--- config.mk ---
export PLATFORM = sky130hd
export DESIGN_NAME = mhf_frontend
export DESIGN_NICKNAME = d
export VERILOG_FILES = /design/src/mhf_pkg.sv /design/src/mhf_sync.sv /design/src/mhf_frontend.sv
export SDC_FILE = /design/constraint.sdc
export NUM_CORES = 1
export LEC_CHECK = 0
export ABC_CLOCK_PERIOD_IN_PS = 7130
export BUFFER_PORTS_ARGS = -buffer_cell sky130_fd_sc_hd__clkbuf_2
export CORE_AREA = 5 5 120 122
export CTS_BUF_LIST = sky130_fd_sc_hd__clkbuf_8
export CTS_CLUSTER_SIZE = 8
export DETAILED_ROUTE_END_ITERATION = 8
export DIE_AREA = 0 0 125 127
export HOLD_SLACK_MARGIN = 0.06
export PLACE_DENSITY = 0.86
export SLEW_MARGIN = 0
export SYNTH_ARGS = -nofsm -noshare
export SYNTH_HDL_FRONTEND = slang
export SYNTH_SLANG_ARGS = --single-unit
export TNS_END_PERCENT = 30
--- constraint.sdc ---
create_clock -name clk -period 7.13 [get_ports clk]
set_input_delay 0 -clock clk [delete_from_list [all_inputs] [get_ports clk]]
set_output_delay 0 -clock clk [all_outputs]
set_load 0.01 [all_outputs]
--- src/mhf_pkg.sv ---
// Constants, types and helpers of the host interface front end
// Functional notes
// RULE1 - Two straps pick 80-parallel, 68-parallel, 4-wire or 3-wire serial host link
// RULE2 - Straps stay fixed; the host link never changes while running
// RULE3 - Parallel width is 8/9/12/16/18/24 bits from the format code, low pins up
// RULE4 - Above 8 bits, upper bits are dropped for commands and parameters
// RULE5 - Host drives unused upper bits to a defined level during commands
// RULE6 - 80-style write is select low with write low; read likewise
// RULE7 - Host never asserts read and write strobes together in 80-style mode
// RULE8 - 80-style write data is taken at the write strobe rising edge
// RULE9 - 80-style bus is driven while read strobe is low and selected
// RULE10 - Command/data select low means command, high means parameter or data
// RULE11 - Parallel data pins float whenever chip select is high
// RULE12 - 68-style write is select low, enable high, direction low; latch at enable rise (code takes the data when the enable falls)
// RULE13 - 68-style read drives bus while enable high, select low, direction high
// RULE14 - 68-style direction low is write, high is read
// RULE15 - Any read strobe condition enters read state and may output dummy data
// RULE16 - Host keeps command/data select high during a read pulse
// RULE17 - Read seeing select low gives dummy data until a new command
// RULE18 - Command/data select is ignored while no read pulse is active (code also samples it during write strobes and serial clock rises)
// RULE19 - Serial data sampled on clock rise, driven while clock low on reads
// RULE20 - Serial data line floats whenever chip select is high
// RULE21 - Bank select routes low byte and serial data to high or low bank
// RULE22 - External sync frame starts on falling edge of frame sync input
// RULE23 - Data bus floats while the hardware reset pin is low
// RULE24 - With chip select high, select, read and write strobes are ignored
// RULE25 - Serial modes always use an 8-bit data path
// RULE26 - Strobes are synchronised so each strobe gives one internal transfer
package mhf_pkg;
    typedef enum logic [1:0] {
        MHF_P80 = 2'h0,
        MHF_P68 = 2'h1,
        MHF_S4 = 2'h2,
        MHF_S3 = 2'h3
    } mhf_mode_e;

    typedef enum logic [1:0] {
        MHF_IDLE = 2'h0,
        MHF_WRITE = 2'h1,
        MHF_READ = 2'h2
    } mhf_pstate_e;

    // Bus width codes of the format command
    localparam logic [2:0] MHF_W8 = 3'h0;
    localparam logic [2:0] MHF_W9 = 3'h1;
    localparam logic [2:0] MHF_W12 = 3'h2;
    localparam logic [2:0] MHF_W16 = 3'h3;
    localparam logic [2:0] MHF_W18 = 3'h4;
    localparam logic [2:0] MHF_W24 = 3'h5;

    localparam logic [23:0] MHF_DUMMY = 24'h00_0000;
    localparam logic [23:0] MHF_DATA_RST = 24'h00_0000;
    localparam logic [7:0] MHF_BYTE_RST = 8'h00;

    // Synchroniser bit positions
    localparam int MHF_SYNC_W = 43;
    localparam int MHF_P_HD = 0;
    localparam int MHF_P_LV = 24;
    localparam int MHF_P_FS = 32;
    localparam int MHF_P_LVSD = 33;
    localparam int MHF_P_HVSD = 34;
    localparam int MHF_P_WR = 35;
    localparam int MHF_P_RD = 36;
    localparam int MHF_P_A0 = 37;
    localparam int MHF_P_CS = 38;
    localparam int MHF_P_HWR = 39;
    localparam int MHF_P_IOB = 40;
    localparam int MHF_P_FAM = 41;
    localparam int MHF_P_PS = 42;
    // Idle levels: strobes, select and frame sync high, reset pin low
    localparam logic [42:0] MHF_SYNC_RST = 43'h059_0000_0000;

    // Cycles after reset release during which the straps are taken, then frozen
    localparam logic [1:0] MHF_STRAP_CNT = 2'h3;
    localparam logic [3:0] MHF_SER4_BITS = 4'h8;
    localparam logic [3:0] MHF_SER3_BITS = 4'h9;

    function automatic logic [23:0] mhf_width_mask(input logic [2:0] w);
        case (w)
            MHF_W8: return 24'h00_00ff;
            MHF_W9: return 24'h00_01ff;
            MHF_W12: return 24'h00_0fff;
            MHF_W16: return 24'h00_ffff;
            MHF_W18: return 24'h03_ffff;
            default: return 24'hff_ffff;
        endcase
    endfunction
endpackage

--- src/mhf_sync.sv ---
// Two-stage synchroniser for pin inputs
`timescale 1ns/1ps
module mhf_sync #(
    parameter int W = 1,
    parameter logic [W-1:0] RST = '0
) (
    input logic clk,
    input logic sys_rst,
    input logic [W-1:0] d,
    output logic [W-1:0] q
);
    logic [W-1:0] meta;

    always_ff @(posedge clk or posedge sys_rst)
    begin
        if (sys_rst)
        begin
            meta <= RST;
            q <= RST;
        end
        else
        begin
            meta <= d;
            q <= meta;
        end
    end
endmodule

--- src/mhf_frontend.sv ---
// Host interface front end: strap decode, strobes, serial and bus drive
`timescale 1ns/1ps
module mhf_frontend (
    input logic clk,
    input logic sys_rst,
    input logic parallel_serial_select,
    input logic bus_family_select,
    input logic io_bank_select,
    input logic hw_reset_n,
    input logic chip_select_n,
    input logic cmd_data_select,
    input logic read_strobe_n,
    input logic write_strobe_n,
    input logic [23:0] host_data_in,
    input logic [7:0] lv_data_in,
    input logic hv_serial_in,
    input logic lv_serial_in,
    input logic frame_sync_input,
    input logic [2:0] interface_format_command,
    input logic display_data_phase,
    input logic external_sync_enable_cmd,
    input logic serial_read_en,
    input logic [23:0] read_data,
    input logic read_data_valid,
    output mhf_pkg::mhf_mode_e host_mode,
    output logic [23:0] host_data_out,
    output logic host_upper_oe_n,
    output logic host_low_oe_n,
    output logic [7:0] lv_data_out,
    output logic lv_data_oe_n,
    output logic hv_serial_out,
    output logic hv_serial_oe_n,
    output logic lv_serial_out,
    output logic lv_serial_oe_n,
    output logic xfer_valid,
    output logic xfer_is_cmd,
    output logic [23:0] xfer_data,
    output logic read_pulse,
    output logic read_dummy,
    output logic frame_start
);
    import mhf_pkg::*;

    logic [42:0] pins_raw;
    logic [42:0] pins_s;
    logic ps_s, fam_s, iob_s, hwr_s, cs_s, a0_s, rd_s, wr_s;
    logic hvsd_s, lvsd_s, fs_s;
    logic [23:0] hd_s;
    logic [7:0] lv_s;

    assign pins_raw = {parallel_serial_select, bus_family_select,
        io_bank_select, hw_reset_n, chip_select_n, cmd_data_select,
        read_strobe_n, write_strobe_n, hv_serial_in, lv_serial_in,
        frame_sync_input, lv_data_in, host_data_in};

    // All pins cross into clk before any use
    mhf_sync #(.W(MHF_SYNC_W), .RST(MHF_SYNC_RST)) u_sync ( // RULE26
        .clk(clk),
        .sys_rst(sys_rst),
        .d(pins_raw),
        .q(pins_s)
    );

    assign ps_s = pins_s[MHF_P_PS];
    assign fam_s = pins_s[MHF_P_FAM];
    assign iob_s = pins_s[MHF_P_IOB];
    assign hwr_s = pins_s[MHF_P_HWR];
    assign cs_s = pins_s[MHF_P_CS];
    assign a0_s = pins_s[MHF_P_A0];
    assign rd_s = pins_s[MHF_P_RD];
    assign wr_s = pins_s[MHF_P_WR];
    assign hvsd_s = pins_s[MHF_P_HVSD];
    assign lvsd_s = pins_s[MHF_P_LVSD];
    assign fs_s = pins_s[MHF_P_FS];
    assign lv_s = pins_s[MHF_P_LV +: 8];
    assign hd_s = pins_s[MHF_P_HD +: 24];

    // Strap capture, frozen once taken
    logic [1:0] strap_cnt, next_strap_cnt;
    mhf_mode_e strap_mode, next_host_mode;
    logic strap_done;

    assign strap_mode = mhf_mode_e'({~ps_s, ~(ps_s ^ fam_s)}); // RULE1
    assign strap_done = (strap_cnt == MHF_STRAP_CNT);

    always_comb
    begin
        next_strap_cnt = strap_cnt;
        next_host_mode = host_mode;
        if (!strap_done) // RULE2
        begin
            next_strap_cnt = strap_cnt + 2'h1;
            next_host_mode = strap_mode;
        end
    end

    always_ff @(posedge clk or posedge sys_rst)
    begin
        if (sys_rst)
        begin
            strap_cnt <= 2'h0;
            host_mode <= MHF_P80;
        end
        else
        begin
            strap_cnt <= next_strap_cnt;
            host_mode <= next_host_mode;
        end
    end

    // Strobe decode
    logic hw_ok, sel, par, ser, wr_act, rd_act, sclk, sd_in, rise, fall;
    logic [23:0] par_in, wmask, rd_src;
    logic [3:0] nbits;

    assign hw_ok = hwr_s & strap_done; // RULE23
    assign sel = hw_ok & ~cs_s; // RULE24
    assign par = ~host_mode[1];
    assign ser = host_mode[1];
    assign wr_act = sel & par & ((host_mode == MHF_P80) ? ~wr_s // RULE6
        : (rd_s & ~wr_s)); // RULE12 RULE14
    assign rd_act = sel & par & ((host_mode == MHF_P80) ? ~rd_s // RULE6
        : (rd_s & wr_s)); // RULE13 RULE14
    assign sclk = (host_mode == MHF_S4) ? wr_s : a0_s; // RULE19
    assign sd_in = iob_s ? hvsd_s : lvsd_s; // RULE21
    assign par_in = {hd_s[23:8], iob_s ? hd_s[7:0] : lv_s}; // RULE21
    assign wmask = mhf_width_mask(interface_format_command); // RULE3
    assign rd_src = (read_dummy | ~read_data_valid) ? MHF_DUMMY // RULE15
        : (read_data & wmask);
    assign nbits = (host_mode == MHF_S3) ? MHF_SER3_BITS : MHF_SER4_BITS;

    // Transfer state
    mhf_pstate_e pstate, next_pstate;
    logic [23:0] wr_lat, next_wr_lat, next_xfer_data, next_host_data_out;
    logic a0_lat, next_a0_lat, next_xfer_valid, next_xfer_is_cmd;
    logic next_read_pulse, next_read_dummy, next_frame_start;
    logic [8:0] rx_sh, next_rx_sh;
    logic [3:0] rx_cnt, next_rx_cnt;
    logic sclk_d, next_sclk_d, fs_d, next_fs_d;
    logic next_upper_oe_n, next_low_oe_n, next_lv_oe_n;
    logic [7:0] next_lv_data_out;

    assign rise = sel & ser & sclk & ~sclk_d;
    assign fall = sel & ser & ~sclk & sclk_d;

    always_comb
    begin
        next_pstate = pstate;
        next_wr_lat = wr_lat;
        next_a0_lat = a0_lat;
        next_xfer_valid = 1'b0;
        next_xfer_is_cmd = xfer_is_cmd;
        next_xfer_data = xfer_data;
        next_read_pulse = 1'b0;
        next_read_dummy = read_dummy;
        next_rx_sh = rx_sh;
        next_rx_cnt = rx_cnt;
        next_sclk_d = sclk;
        next_fs_d = fs_s;
        next_frame_start = external_sync_enable_cmd & fs_d & ~fs_s; // RULE22
        // Select sampled only with a strobe active or on a serial clock rise
        if (wr_act) // RULE18
        begin
            next_wr_lat = par_in;
            next_a0_lat = a0_s;
        end
        case (pstate)
            MHF_IDLE:
            begin
                if (wr_act)
                    next_pstate = MHF_WRITE;
                else if (rd_act) // RULE15
                begin
                    next_pstate = MHF_READ;
                    next_read_pulse = 1'b1;
                    if (!a0_s)
                        next_read_dummy = 1'b1; // RULE17
                end
            end
            MHF_WRITE:
            begin
                if (!wr_act) // RULE8 RULE12
                begin
                    next_pstate = MHF_IDLE;
                    next_xfer_valid = 1'b1;
                    next_xfer_is_cmd = ~a0_lat; // RULE10
                    if (!a0_lat || !display_data_phase)
                        next_xfer_data = {16'h0000, wr_lat[7:0]}; // RULE4
                    else
                        next_xfer_data = wr_lat & wmask; // RULE3
                    if (!a0_lat)
                        next_read_dummy = 1'b0; // RULE17
                end
            end
            MHF_READ:
            begin
                if (!rd_act)
                    next_pstate = MHF_IDLE;
            end
            default:
                next_pstate = MHF_IDLE;
        endcase
        if (!sel || !ser)
            next_rx_cnt = 4'h0;
        else if (rise && !serial_read_en) // RULE19
        begin
            next_rx_sh = {rx_sh[7:0], sd_in};
            next_rx_cnt = rx_cnt + 4'h1;
            if (next_rx_cnt == nbits)
            begin
                next_rx_cnt = 4'h0;
                next_xfer_valid = 1'b1;
                next_xfer_data = {16'h0000, rx_sh[6:0], sd_in}; // RULE25
                if (host_mode == MHF_S3)
                    next_xfer_is_cmd = ~rx_sh[7];
                else
                    next_xfer_is_cmd = ~a0_s; // RULE10
            end
        end
        next_upper_oe_n = ~(par & rd_act); // RULE9 RULE11 RULE13
        next_low_oe_n = ~(par & rd_act & iob_s); // RULE21
        next_lv_oe_n = ~(par & rd_act & ~iob_s); // RULE21
        next_host_data_out = {rd_src[23:8],
            iob_s ? rd_src[7:0] : MHF_BYTE_RST};
        next_lv_data_out = rd_src[7:0];
        if (!hw_ok) // RULE23
        begin
            next_pstate = MHF_IDLE;
            next_read_dummy = 1'b0;
            next_rx_cnt = 4'h0;
            next_xfer_valid = 1'b0;
            next_read_pulse = 1'b0;
        end
    end

    always_ff @(posedge clk or posedge sys_rst)
    begin
        if (sys_rst)
        begin
            pstate <= MHF_IDLE;
            wr_lat <= MHF_DATA_RST;
            a0_lat <= 1'b1;
            xfer_valid <= 1'b0;
            xfer_is_cmd <= 1'b0;
            xfer_data <= MHF_DATA_RST;
            read_pulse <= 1'b0;
            read_dummy <= 1'b0;
            rx_sh <= 9'h000;
            rx_cnt <= 4'h0;
            sclk_d <= 1'b1;
            fs_d <= 1'b1;
            frame_start <= 1'b0;
            host_upper_oe_n <= 1'b1;
            host_low_oe_n <= 1'b1;
            lv_data_oe_n <= 1'b1;
            host_data_out <= MHF_DATA_RST;
            lv_data_out <= MHF_BYTE_RST;
        end
        else
        begin
            pstate <= next_pstate;
            wr_lat <= next_wr_lat;
            a0_lat <= next_a0_lat;
            xfer_valid <= next_xfer_valid;
            xfer_is_cmd <= next_xfer_is_cmd;
            xfer_data <= next_xfer_data;
            read_pulse <= next_read_pulse;
            read_dummy <= next_read_dummy;
            rx_sh <= next_rx_sh;
            rx_cnt <= next_rx_cnt;
            sclk_d <= next_sclk_d;
            fs_d <= next_fs_d;
            frame_start <= next_frame_start;
            host_upper_oe_n <= next_upper_oe_n;
            host_low_oe_n <= next_low_oe_n;
            lv_data_oe_n <= next_lv_oe_n;
            host_data_out <= next_host_data_out;
            lv_data_out <= next_lv_data_out;
        end
    end

    // Serial read-back shifter
    logic [7:0] tx_sh, next_tx_sh;
    logic [2:0] tx_cnt, next_tx_cnt;
    logic next_sd_bit, sd_drive;

    assign sd_drive = sel & ser & serial_read_en & ~sclk; // RULE19 RULE20

    always_comb
    begin
        next_tx_sh = tx_sh;
        next_tx_cnt = tx_cnt;
        next_sd_bit = hv_serial_out;
        if (!sel || !ser || !serial_read_en)
            next_tx_cnt = 3'h0;
        else if (fall)
        begin
            next_tx_cnt = tx_cnt + 3'h1;
            if (tx_cnt == 3'h0)
            begin
                next_sd_bit = rd_src[7]; // RULE25
                next_tx_sh = {rd_src[6:0], 1'b0};
            end
            else
            begin
                next_sd_bit = tx_sh[7];
                next_tx_sh = {tx_sh[6:0], 1'b0};
            end
        end
    end

    always_ff @(posedge clk or posedge sys_rst)
    begin
        if (sys_rst)
        begin
            tx_sh <= MHF_BYTE_RST;
            tx_cnt <= 3'h0;
            hv_serial_out <= 1'b0;
            lv_serial_out <= 1'b0;
            hv_serial_oe_n <= 1'b1;
            lv_serial_oe_n <= 1'b1;
        end
        else
        begin
            tx_sh <= next_tx_sh;
            tx_cnt <= next_tx_cnt;
            hv_serial_out <= next_sd_bit;
            lv_serial_out <= next_sd_bit;
            hv_serial_oe_n <= ~(sd_drive & iob_s); // RULE21
            lv_serial_oe_n <= ~(sd_drive & ~iob_s); // RULE21
        end
    end
endmodule

==> results of run 1 <==
layout by cell type, fill, tap and decap left out, types with 13 or more instances in the layout:
| cell | instances |
|---|---|
| sky130_fd_sc_hd__dfrtp_1 | 192 |
| sky130_fd_sc_hd__clkbuf_8 | 39 |
| sky130_fd_sc_hd__and3_1 | 20 |
| sky130_fd_sc_hd__and2_1 | 13 |
| sky130_fd_sc_hd__dlygate4sd3_1 | 87 |
| sky130_fd_sc_hd__inv_1 | 32 |
| sky130_fd_sc_hd__mux2i_1 | 15 |
| sky130_fd_sc_hd__a21oi_1 | 15 |
| sky130_fd_sc_hd__mux2_2 | 46 |
| sky130_fd_sc_hd__dfstp_2 | 16 |
| sky130_fd_sc_hd__clkbuf_2 | 145 |
| sky130_fd_sc_hd__a32oi_1 | 16 |
| sky130_fd_sc_hd__nor2_1 | 34 |
power groups by stage:
stage                     clock network, W  registers, W  logic, W
after floorplan                          0       0.00138  0.000152
after global placement                   0       0.00137  0.000246
after detailed placement                 0       0.00138  0.000257
after CTS                         0.000981       0.00136  0.000296
after global routing               0.00104       0.00137  0.000326
final                             0.000960       0.00136  0.000295
cells by family after synthesis:
group                    synth area share, %
flip-flops                             72.15
AND/OR/NAND/NOR                        7.896
multiplexers                           10.68
AO/OA/AOI/OAI                          5.546
buffers and inverters                  2.436
XOR/XNOR                              0.6048
adder cells (fa/ha/maj)               0.6911
what timing repair did:
action                    in CTS  in global routing
setup buffers                  0                  0
hold buffers                  87                  0
hold endpoints to repair     226                  0
metrics by stage:
step | hold WS [ns] | cells | power, W | setup slack (ns)
after floorplan | 0.004478 | 483 | 0.001528 | 1.476
final | 0.1244 | 935 | 0.002620 | 4.258
after detailed placement | 0.09052 | 787 | 0.001639 | 4.323
after global routing | 0.1317 | 934 | 0.002742 | 4.183
after CTS | 0.09270 | 933 | 0.002639 | 4.306
after global placement | 0.08895 | 787 | 0.001621 | 4.478
metal layers:
metal,track usage [%],vias to the layer above
met5,0,-
met4,9.821,0
met3,5.050,54
met2,34.93,206
met1,23.83,2343
li1,-,2180
area by class of cell:
class,count,area (um2)
sequential,208,5225
fill,773,3450
multi-input combinational,237,1841
timing repair buffer,237,1634
clock buffer,39,536.8
tap,176,220.2
clock inverter,20,106.4
inverter,16,67.56
antenna,2,5.005
registers in the layout, summed over array words and instances, names as in the netlist, 2 cells and up:
name and flops:
lv_data_out 8, strap_cnt 2, u_sync.meta 43, xfer_data 24
rx_sh 8, host_mode 2, rx_cnt 4, tx_sh 7
wr_lat 24, host_data_out 24, pstate 2, u_sync.q 43
tx_cnt 3
worst register-to-register path, cell delays in order (launching register included):
cell and delay [ns]:
sky130_fd_sc_hd__dfrtp_1 0.39, sky130_fd_sc_hd__ha_1 0.38, sky130_fd_sc_hd__and4bb_2 0.35, sky130_fd_sc_hd__a311o_1 0.69, sky130_fd_sc_hd__buf_4 0.33, sky130_fd_sc_hd__mux2_2 0.35, sky130_fd_sc_hd__mux2_4 0.25
final timing paths:
check,start,cells after the start,to,slack [ns]
setup reg to reg,strap_cnt[0]$_DFFE_PP0P_,6,xfer_data[6]$_DFF_PP0_,4.26
hold reg to reg,u_sync.meta[37]$_DFF_PP0_,0,u_sync.q[37]$_DFF_PP0_,0.34
max in group asynchronous,sys_rst,4,u_sync.q[9]$_DFF_PP0_,5.50
hold / removal,read_data_valid,5,lv_data_out[0]$_DFF_PP0_,0.12
setup / recovery,strap_cnt[0]$_DFFE_PP0P_,6,xfer_data[6]$_DFF_PP0_,4.26
min in group asynchronous,sys_rst,3,u_sync.q[18]$_DFF_PP0_,0.27
==> reports/qor_table.md, run 1 <==
| Result | Reported | Unit |
|---|---|---|
| Setup repair after global routing missed its margin | no | - |
| Die boundary width | 125 | um |
| Met2 wire length | 8172 | um |
| Full die area | 15880 | um2 |
| GRT Resource Usage Total | 20.20 | % |
| Minimum clock period | 2.872 | ns |
| Top routing layer in use | met4 | - |
| Family with the most delay on the worst path | compound AO/OA/AOI/OAI gates | - |
| Slew HR | 21.93 | % |
| CP Buf/Inv Count | 1 | - |
| Seq pwr share | 52.1 | % |
| Initial core utilization | 55.35 | % |
| Largest area contributor in the synthesized netlist | sky130_fd_sc_hd__dfrtp_1 | - |
| Routed wire length | 15870 | um |
| Type of the worst setup path | flop to flop | - |
| Syn-to-layout area delta | 33.05 | % |
| Critical Path Slowest Stage Cell | sky130_fd_sc_hd__a311o_1 | - |
| Top area cells in the synthesized netlist | sky130_fd_sc_hd__dfrtp_1 66%, sky130_fd_sc_hd__mux2_2 7.2%, sky130_fd_sc_hd__dfstp_2 5.8% | - |
| NumNets Final | 814 | - |
| Final hold violations | 0 | - |
| Critical path required time | 7.49 | ns |
| Core area | 13090 | um2 |
| Post-CTS clock slew at the launch and capture registers of the worst setup and hold paths | 0.06 | ns |
| Total setup violations reported at the end of the flow | 0 | - |
| Post-synth EDFFs | 0 | - |
| Distinct cell type count after synthesis | 51 | - |
| Largest net degree at the start of global routing | 139 | - |
| Worst-case clock skew | 0.02838 | ns |
| Kind of launch point of the worst setup path | flop | - |
| Length of the first detailed-routing pass in iterations | 5 | - |
| First-pass GRT wire length | 25880 | um |
| Count of pins over their slew limit | 0 | - |
| Vias in the first global route | 5095 | - |
| Gp weighted congestion | 0.8123 | - |
| Setup TNS after final layout | 0 | ns |
| Mean area per synthesized cell | 14.99 | um2 |
| Gate count of the mapped netlist | 483 | - |
| Flip-flop and latch count after synthesis | 208 | - |
| Period Utilization, post-route | 40.28 | % |
| Io pins | 146 | - |
| CTS tree | yes | - |
| Met3 WL | 1091 | um |
| Most frequent cells after synthesis | 192 x sky130_fd_sc_hd__dfrtp_1, 46 x sky130_fd_sc_hd__mux2_2, 34 x sky130_fd_sc_hd__nor2_1 | - |
| Internal | 0.001992 | W |
| Total gr overflow | 0 | - |
| Core Util, Final | 73.64 | % |
| Count leader, synth | sky130_fd_sc_hd__dfrtp_1 | - |
| Placement Rows | 42 | - |
| CP arrival | 3.23 | ns |
| H-tree Lvls | 2 | - |
| Antenna-violating nets left | 0 | - |
| Sinks on the clock net | 208 | - |
| Most frequently used flop master after synthesis | sky130_fd_sc_hd__dfrtp_1 | - |
| Transition time of the tightest slew-check pin | 1.171 | ns |
| Initial DRC count | 353 | - |
| Clock network fraction of design power | 36.7 | % |
| Average detailed-routed wire length per instance | 16.97 | um |
| Synth warn | 0 | - |
| Detailed placer's ending HPWL | 9383 | um |
| Initial antenna violation count | 1 | - |
| Final Instance Area | 9635 | um2 |
| Maximum buffer depth of the clock tree | 3 | - |
| Input/output buffers | 145 | - |
| Type of the most critical hold path | input port to flop | - |
| Cells along the critical path | ha_1 > and4bb_2 > a311o_1 > buf_4 > mux2_2 > mux2_4 | - |
| Routed vias | 4783 | - |
| Max capacitance violation total | 0 | - |
| Post-CTS Resized | 0 | - |
| Worst-path fanout max | 17 | - |
| Area of placed instances | 8117 | um2 |
| Worst IR Drop VDD | 0.1624 | mV |
| Y dimension of the die | 127 | um |
| Net switching fraction of the power | 23.98 | % |
| Switching Power | 0.0006284 | W |
| Share of the yosys chip area belonging to registers | 72.15 | % |
| Detailed-route DRC error count | 0 | - |
| Cell chosen for the clock root | sky130_fd_sc_hd__clkbuf_8 | - |
| Mapped Area | 7242 | um2 |
| Run status | finished, final reports clean | - |
| Fraction of final layout cells with drive strength greater than 1 | 35.93 | % |
| Synth top area share | 66.34 | % |
| Worst Setup End Kind | flop | - |
| Total nets after synthesis | 563 | - |
| DR vias/cell | 5.116 | - |
| Maximum single-stage delay on the critical path | 0.69 | ns |
| Max Fclk | 0.3482 | GHz |
| Number of CTS-inserted buffers | 34 | - |
| Leakage power of the design | 4.844 | nW |
| Met1 wire length | 5965 | um |
| Latest clock arrival within the worst-skew pair | 0.50 | ns |
| Share of flip-flops with an asynchronous set or reset after synthesis | 100.0 | % |
| Cell Pwr Density | 272.0 | nW/um2 |
| Share of total power in combinational logic | 11.3 | % |
No activity file was read; power rests on OpenSTA's default activity.
==> inputs of run 2 (changes only) <==
ABC_AREA = 1   (was unset)
ABC_CLOCK_PERIOD_IN_PS = 2800   (was 7130)
PLACE_DENSITY = 0.87   (was 0.86)
clock period = 2.8 ns   (was 7.13 ns; I/O delays follow)
==> run 2 against run 1 <==
Fmax up 26%. Utilization up 2.0 points. Worst hold slack better by 0.027 ns. Register-to-register slack worse by 3.7 ns. Clock power up 140%. Power rose to 2.5 times the previous value. Clock skew down 0.0085 ns. Sequential share of layout area down 1.4 points. Final cell count up 20%. Wire length up 11%. Design area up 2.7%. Flip-flop and latch count unchanged. Highest routed layer unchanged.
==> reports/qor_table.md, run 2 <==
| Result | Reported | Unit |
|---|---|---|
| Total gr overflow | 0 | - |
| Worst IR Drop VDD | 0.4990 | mV |
| Area of placed instances | 8223 | um2 |
| Largest area contributor in the synthesized netlist | sky130_fd_sc_hd__dfrtp_1 | - |
| Final hold violations | 0 | - |
| Routed wire length | 17570 | um |
| Transition time of the tightest slew-check pin | 0.9660 | ns |
| Met2 routing resource usage after global routing | 39.45 | % |
| Maximum single-stage delay on the critical path | 0.48 | ns |
| Latest clock arrival within the worst-skew pair | 0.49 | ns |
| Synth top area share | 65.90 | % |
| CP arrival | 2.69 | ns |
| Top area cells in the synthesized netlist | sky130_fd_sc_hd__dfrtp_1 66%, sky130_fd_sc_hd__nand2_1 10%, sky130_fd_sc_hd__dfstp_2 5.8% | - |
| Full die area | 15880 | um2 |
| Initial core utilization | 55.72 | % |
| Critical Path Slowest Stage Cell | sky130_fd_sc_hd__nand2_2 | - |
| Maximum buffer depth of the clock tree | 3 | - |
| Initial antenna violation count | 0 | - |
| CTS tree | yes | - |
| Post-synth EDFFs | 0 | - |
| Io pins | 146 | - |
| Synth warn | 0 | - |
| Sinks on the clock net | 208 | - |
| Most frequently used flop master after synthesis | sky130_fd_sc_hd__dfrtp_1 | - |
| Number of CTS-inserted buffers | 34 | - |
| Slew HR | 35.47 | % |
| Syn-to-layout area delta | 35.73 | % |
| Synth Area in Compound Gates | 5.166 | % |
| NumNets Final | 1008 | - |
| Fraction of final layout cells with drive strength greater than 1 | 25.03 | % |
| Routed vias | 5482 | - |
| Y dimension of the die | 127 | um |
| Gp weighted congestion | 0.8717 | - |
| Largest registers | u_sync.meta x43, u_sync.q x43 | - |
| Gate count of the mapped netlist | 651 | - |
| Detailed placer's ending HPWL | 10500 | um |
| Max Fclk | 0.4402 | GHz |
| Antenna-violating nets left | 0 | - |
| Input/output buffers | 145 | - |
| Worst Setup End Kind | flop | - |
| Share of the yosys chip area belonging to registers | 71.67 | % |
| Cell chosen for the clock root | sky130_fd_sc_hd__clkbuf_8 | - |
| Kind of launch point of the worst setup path | flop | - |
| Run status | finished, final reports clean | - |
| Count of pins over their slew limit | 0 | - |
| Most frequent cells after synthesis | 195 x sky130_fd_sc_hd__nand2_1, 192 x sky130_fd_sc_hd__dfrtp_1, 52 x sky130_fd_sc_hd__nor2_1 | - |
| Count of antenna diodes in the layout | 0 | - |
| Core area | 13090 | um2 |
| First-pass GRT wire length | 28810 | um |
| Period Utilization, post-route | 81.14 | % |
| Leading cell type in the layout, fill and taps excluded | sky130_fd_sc_hd__nand2_1 | - |
| Length of the first detailed-routing pass in iterations | 5 | - |
| Met3 Use GR | 6.678 | % |
| Max capacitance violation total | 0 | - |
| Cell depth of the worst hold path | 2 | - |
| GRT Resource Usage Total | 22.49 | % |
| Detailed-route DRC error count | 0 | - |
| Minimum clock period | 2.272 | ns |
| Largest net degree at the start of global routing | 67 | - |
| Total setup violations reported at the end of the flow | 0 | - |
| Share of flip-flops with an asynchronous set or reset after synthesis | 100.0 | % |
| Initial DRC count | 305 | - |
| Cell seen most often among critical-path stages | sky130_fd_sc_hd__nand2_1 | - |
| Area fraction in and, or, nand and nor cells after synthesis | 17.25 | % |
| Length in cells of the worst reg-to-reg path | 9 | - |
| Setup repair after global routing missed its margin | no | - |
| Cells along the critical path | ha_1 > nand2_4 > nor3_1 > nand2_1 > nand2_2 > nand2_1 > o21ai_0 > nand2_1 > nand2_1 | - |
| H-tree Lvls | 2 | - |
| Xor and xnor fraction of the mapped netlist area | 0.6007 | % |
| Post-Place Setup Slack | 0.5800 | ns |
| Post-CTS Resized | 0 | - |
| Worst-case clock skew | 0.01993 | ns |
| Leakage power of the design | 5.169 | nW |
| Worst-path fanout max | 26 | - |
| Final Instance Area | 9896 | um2 |
| Flip-flop and latch count after synthesis | 208 | - |
| Distinct cell type count after synthesis | 36 | - |
| Vias in the first global route | 5855 | - |
| Final worst-path setup slack | 0.5282 | ns |
| Average detailed-routed wire length per instance | 15.64 | um |
| Number of buffers added for setup after CTS | 0 | - |
| Type of the most critical hold path | input port to flop | - |
| Mapped Area | 7291 | um2 |
| Count leader, synth | sky130_fd_sc_hd__nand2_1 | - |
| Type of the worst setup path | flop to flop | - |
| Most frequent cells in the layout | 195 x sky130_fd_sc_hd__nand2_1, 192 x sky130_fd_sc_hd__dfrtp_1, 145 x sky130_fd_sc_hd__clkbuf_2 | - |
| Placement Rows | 42 | - |
| Total nets after synthesis | 731 | - |
| Setup TNS after final layout | 0 | ns |
| Cell Pwr Density | 669.6 | nW/um2 |
| Post-CTS clock slew at the launch and capture registers of the worst setup and hold paths | 0.06 | ns |
| GRT Max-Usage Layer | met2 | - |
| Main combinational cell family by area after synthesis | simple AND/OR/NAND/NOR gates | - |
| Area share of fa/ha/maj cells after synthesis | 0.6865 | % |
| Critical path required time | 3.21 | ns |
| Met1 demand-to-capacity share in global routing | 26.98 | % |
| Power, Total | 0.006626 | W |
| DR vias/cell | 4.882 | - |
| Mean area per synthesized cell | 11.20 | um2 |
| Die boundary width | 125 | um |
| Multiplexer area fraction after synthesis | 0.9782 | % |
==> run 2: cell count changes in the layout (fill, tap and decap cells not counted), moves of 12 or more <==
cell / previous run / this run
sky130_fd_sc_hd__a32oi_1: 16 / 0
sky130_fd_sc_hd__and2_1: 13 / 1
sky130_fd_sc_hd__and3_1: 20 / 0
sky130_fd_sc_hd__dlygate4sd3_1: 87 / 107
sky130_fd_sc_hd__inv_1: 32 / 47
sky130_fd_sc_hd__mux2_2: 46 / 1
sky130_fd_sc_hd__nand2_1: 9 / 195
sky130_fd_sc_hd__nand3_1: 4 / 26
sky130_fd_sc_hd__nor2_1: 34 / 52
sky130_fd_sc_hd__o21ai_0: 9 / 34
==> run 2: layer usage <==
metal / vias up / wire length, um
met2: 235 / 8790
met5: - / 0
met3: 42 / 1439
met4: 0 / 460
li1: 2613 / -
met1: 2592 / 6878
==> run 2: cell families after synthesis <==
kind of cell               after synthesis
AOI/OAI and AO/OA                       67
buffers and inverters                   60
muxes                                    7
DFF                                    208
xor gates and xnor gates                 5
adders and majority gates                4
and+or+nand+nor                        300
==> run 2: final timing paths <==
kind	startpoint	endpoint	slack, ns
worst min register to register	u_sync.meta[36]$_DFF_PP1_	u_sync.q[36]$_DFF_PP1_	0.35
worst max register to register	strap_cnt[0]$_DFFE_PP0P_	xfer_data[4]$_DFF_PP0_	0.53
max in group asynchronous	sys_rst	a0_lat$_DFFE_PP1P_	1.69
min in group asynchronous	sys_rst	rx_sh[2]$_DFFE_PP0P_	0.27
worst max-delay path	strap_cnt[0]$_DFFE_PP0P_	xfer_data[4]$_DFF_PP0_	0.53
worst min-delay path	frame_sync_input	u_sync.meta[32]$_DFF_PP1_	0.15
==> run 2: area by class of cell <==
class	count	area (um2)
Clock buffer	38	523.0
Clock inverter	17	78.83
Fill cell	794	3189
Inverter	39	152.6
Multi-Input combinational cell	383	1799
Sequential cell	208	5225
Tap cell	176	220.2
Timing Repair Buffer	262	1897
==> run 2: repair_timing <==
item | CTS | global route
endpoints found under the hold margin | 140 | 0
hold buffers | 107 | 0
endpoints found under the setup margin | 0 | 0
==> run 2: where the power goes <==
| part | internal (W) | switching (W) |
|---|---|---|
| logic | 0.000368 | 0.000449 |
| registers | 0.00331 | 0.000169 |
| clock network | 0.00124 | 0.00109 |
==> run 2: critical path: cells and delay by family, from the launching register on <==
kind,cells,cell delay [ns]
and+or+nand+nor,7,1.38
DFF,1,0.36
adders and majority gates,1,0.33
AOI/OAI and AO/OA,1,0.12
==> run 2: through the flow <==
stage / hold slack (ns) / utilization [%] / std cells
final: 0.1509 / 75.63 / 1123
after global routing: 0.1236 / 75.63 / 1123
after CTS: 0.1231 / 75.63 / 1123
after detailed placement: 0.08969 / 62.84 / 961
after global placement: 0.08805 / 62.84 / 961
after floorplan: 0.004478 / - / 651
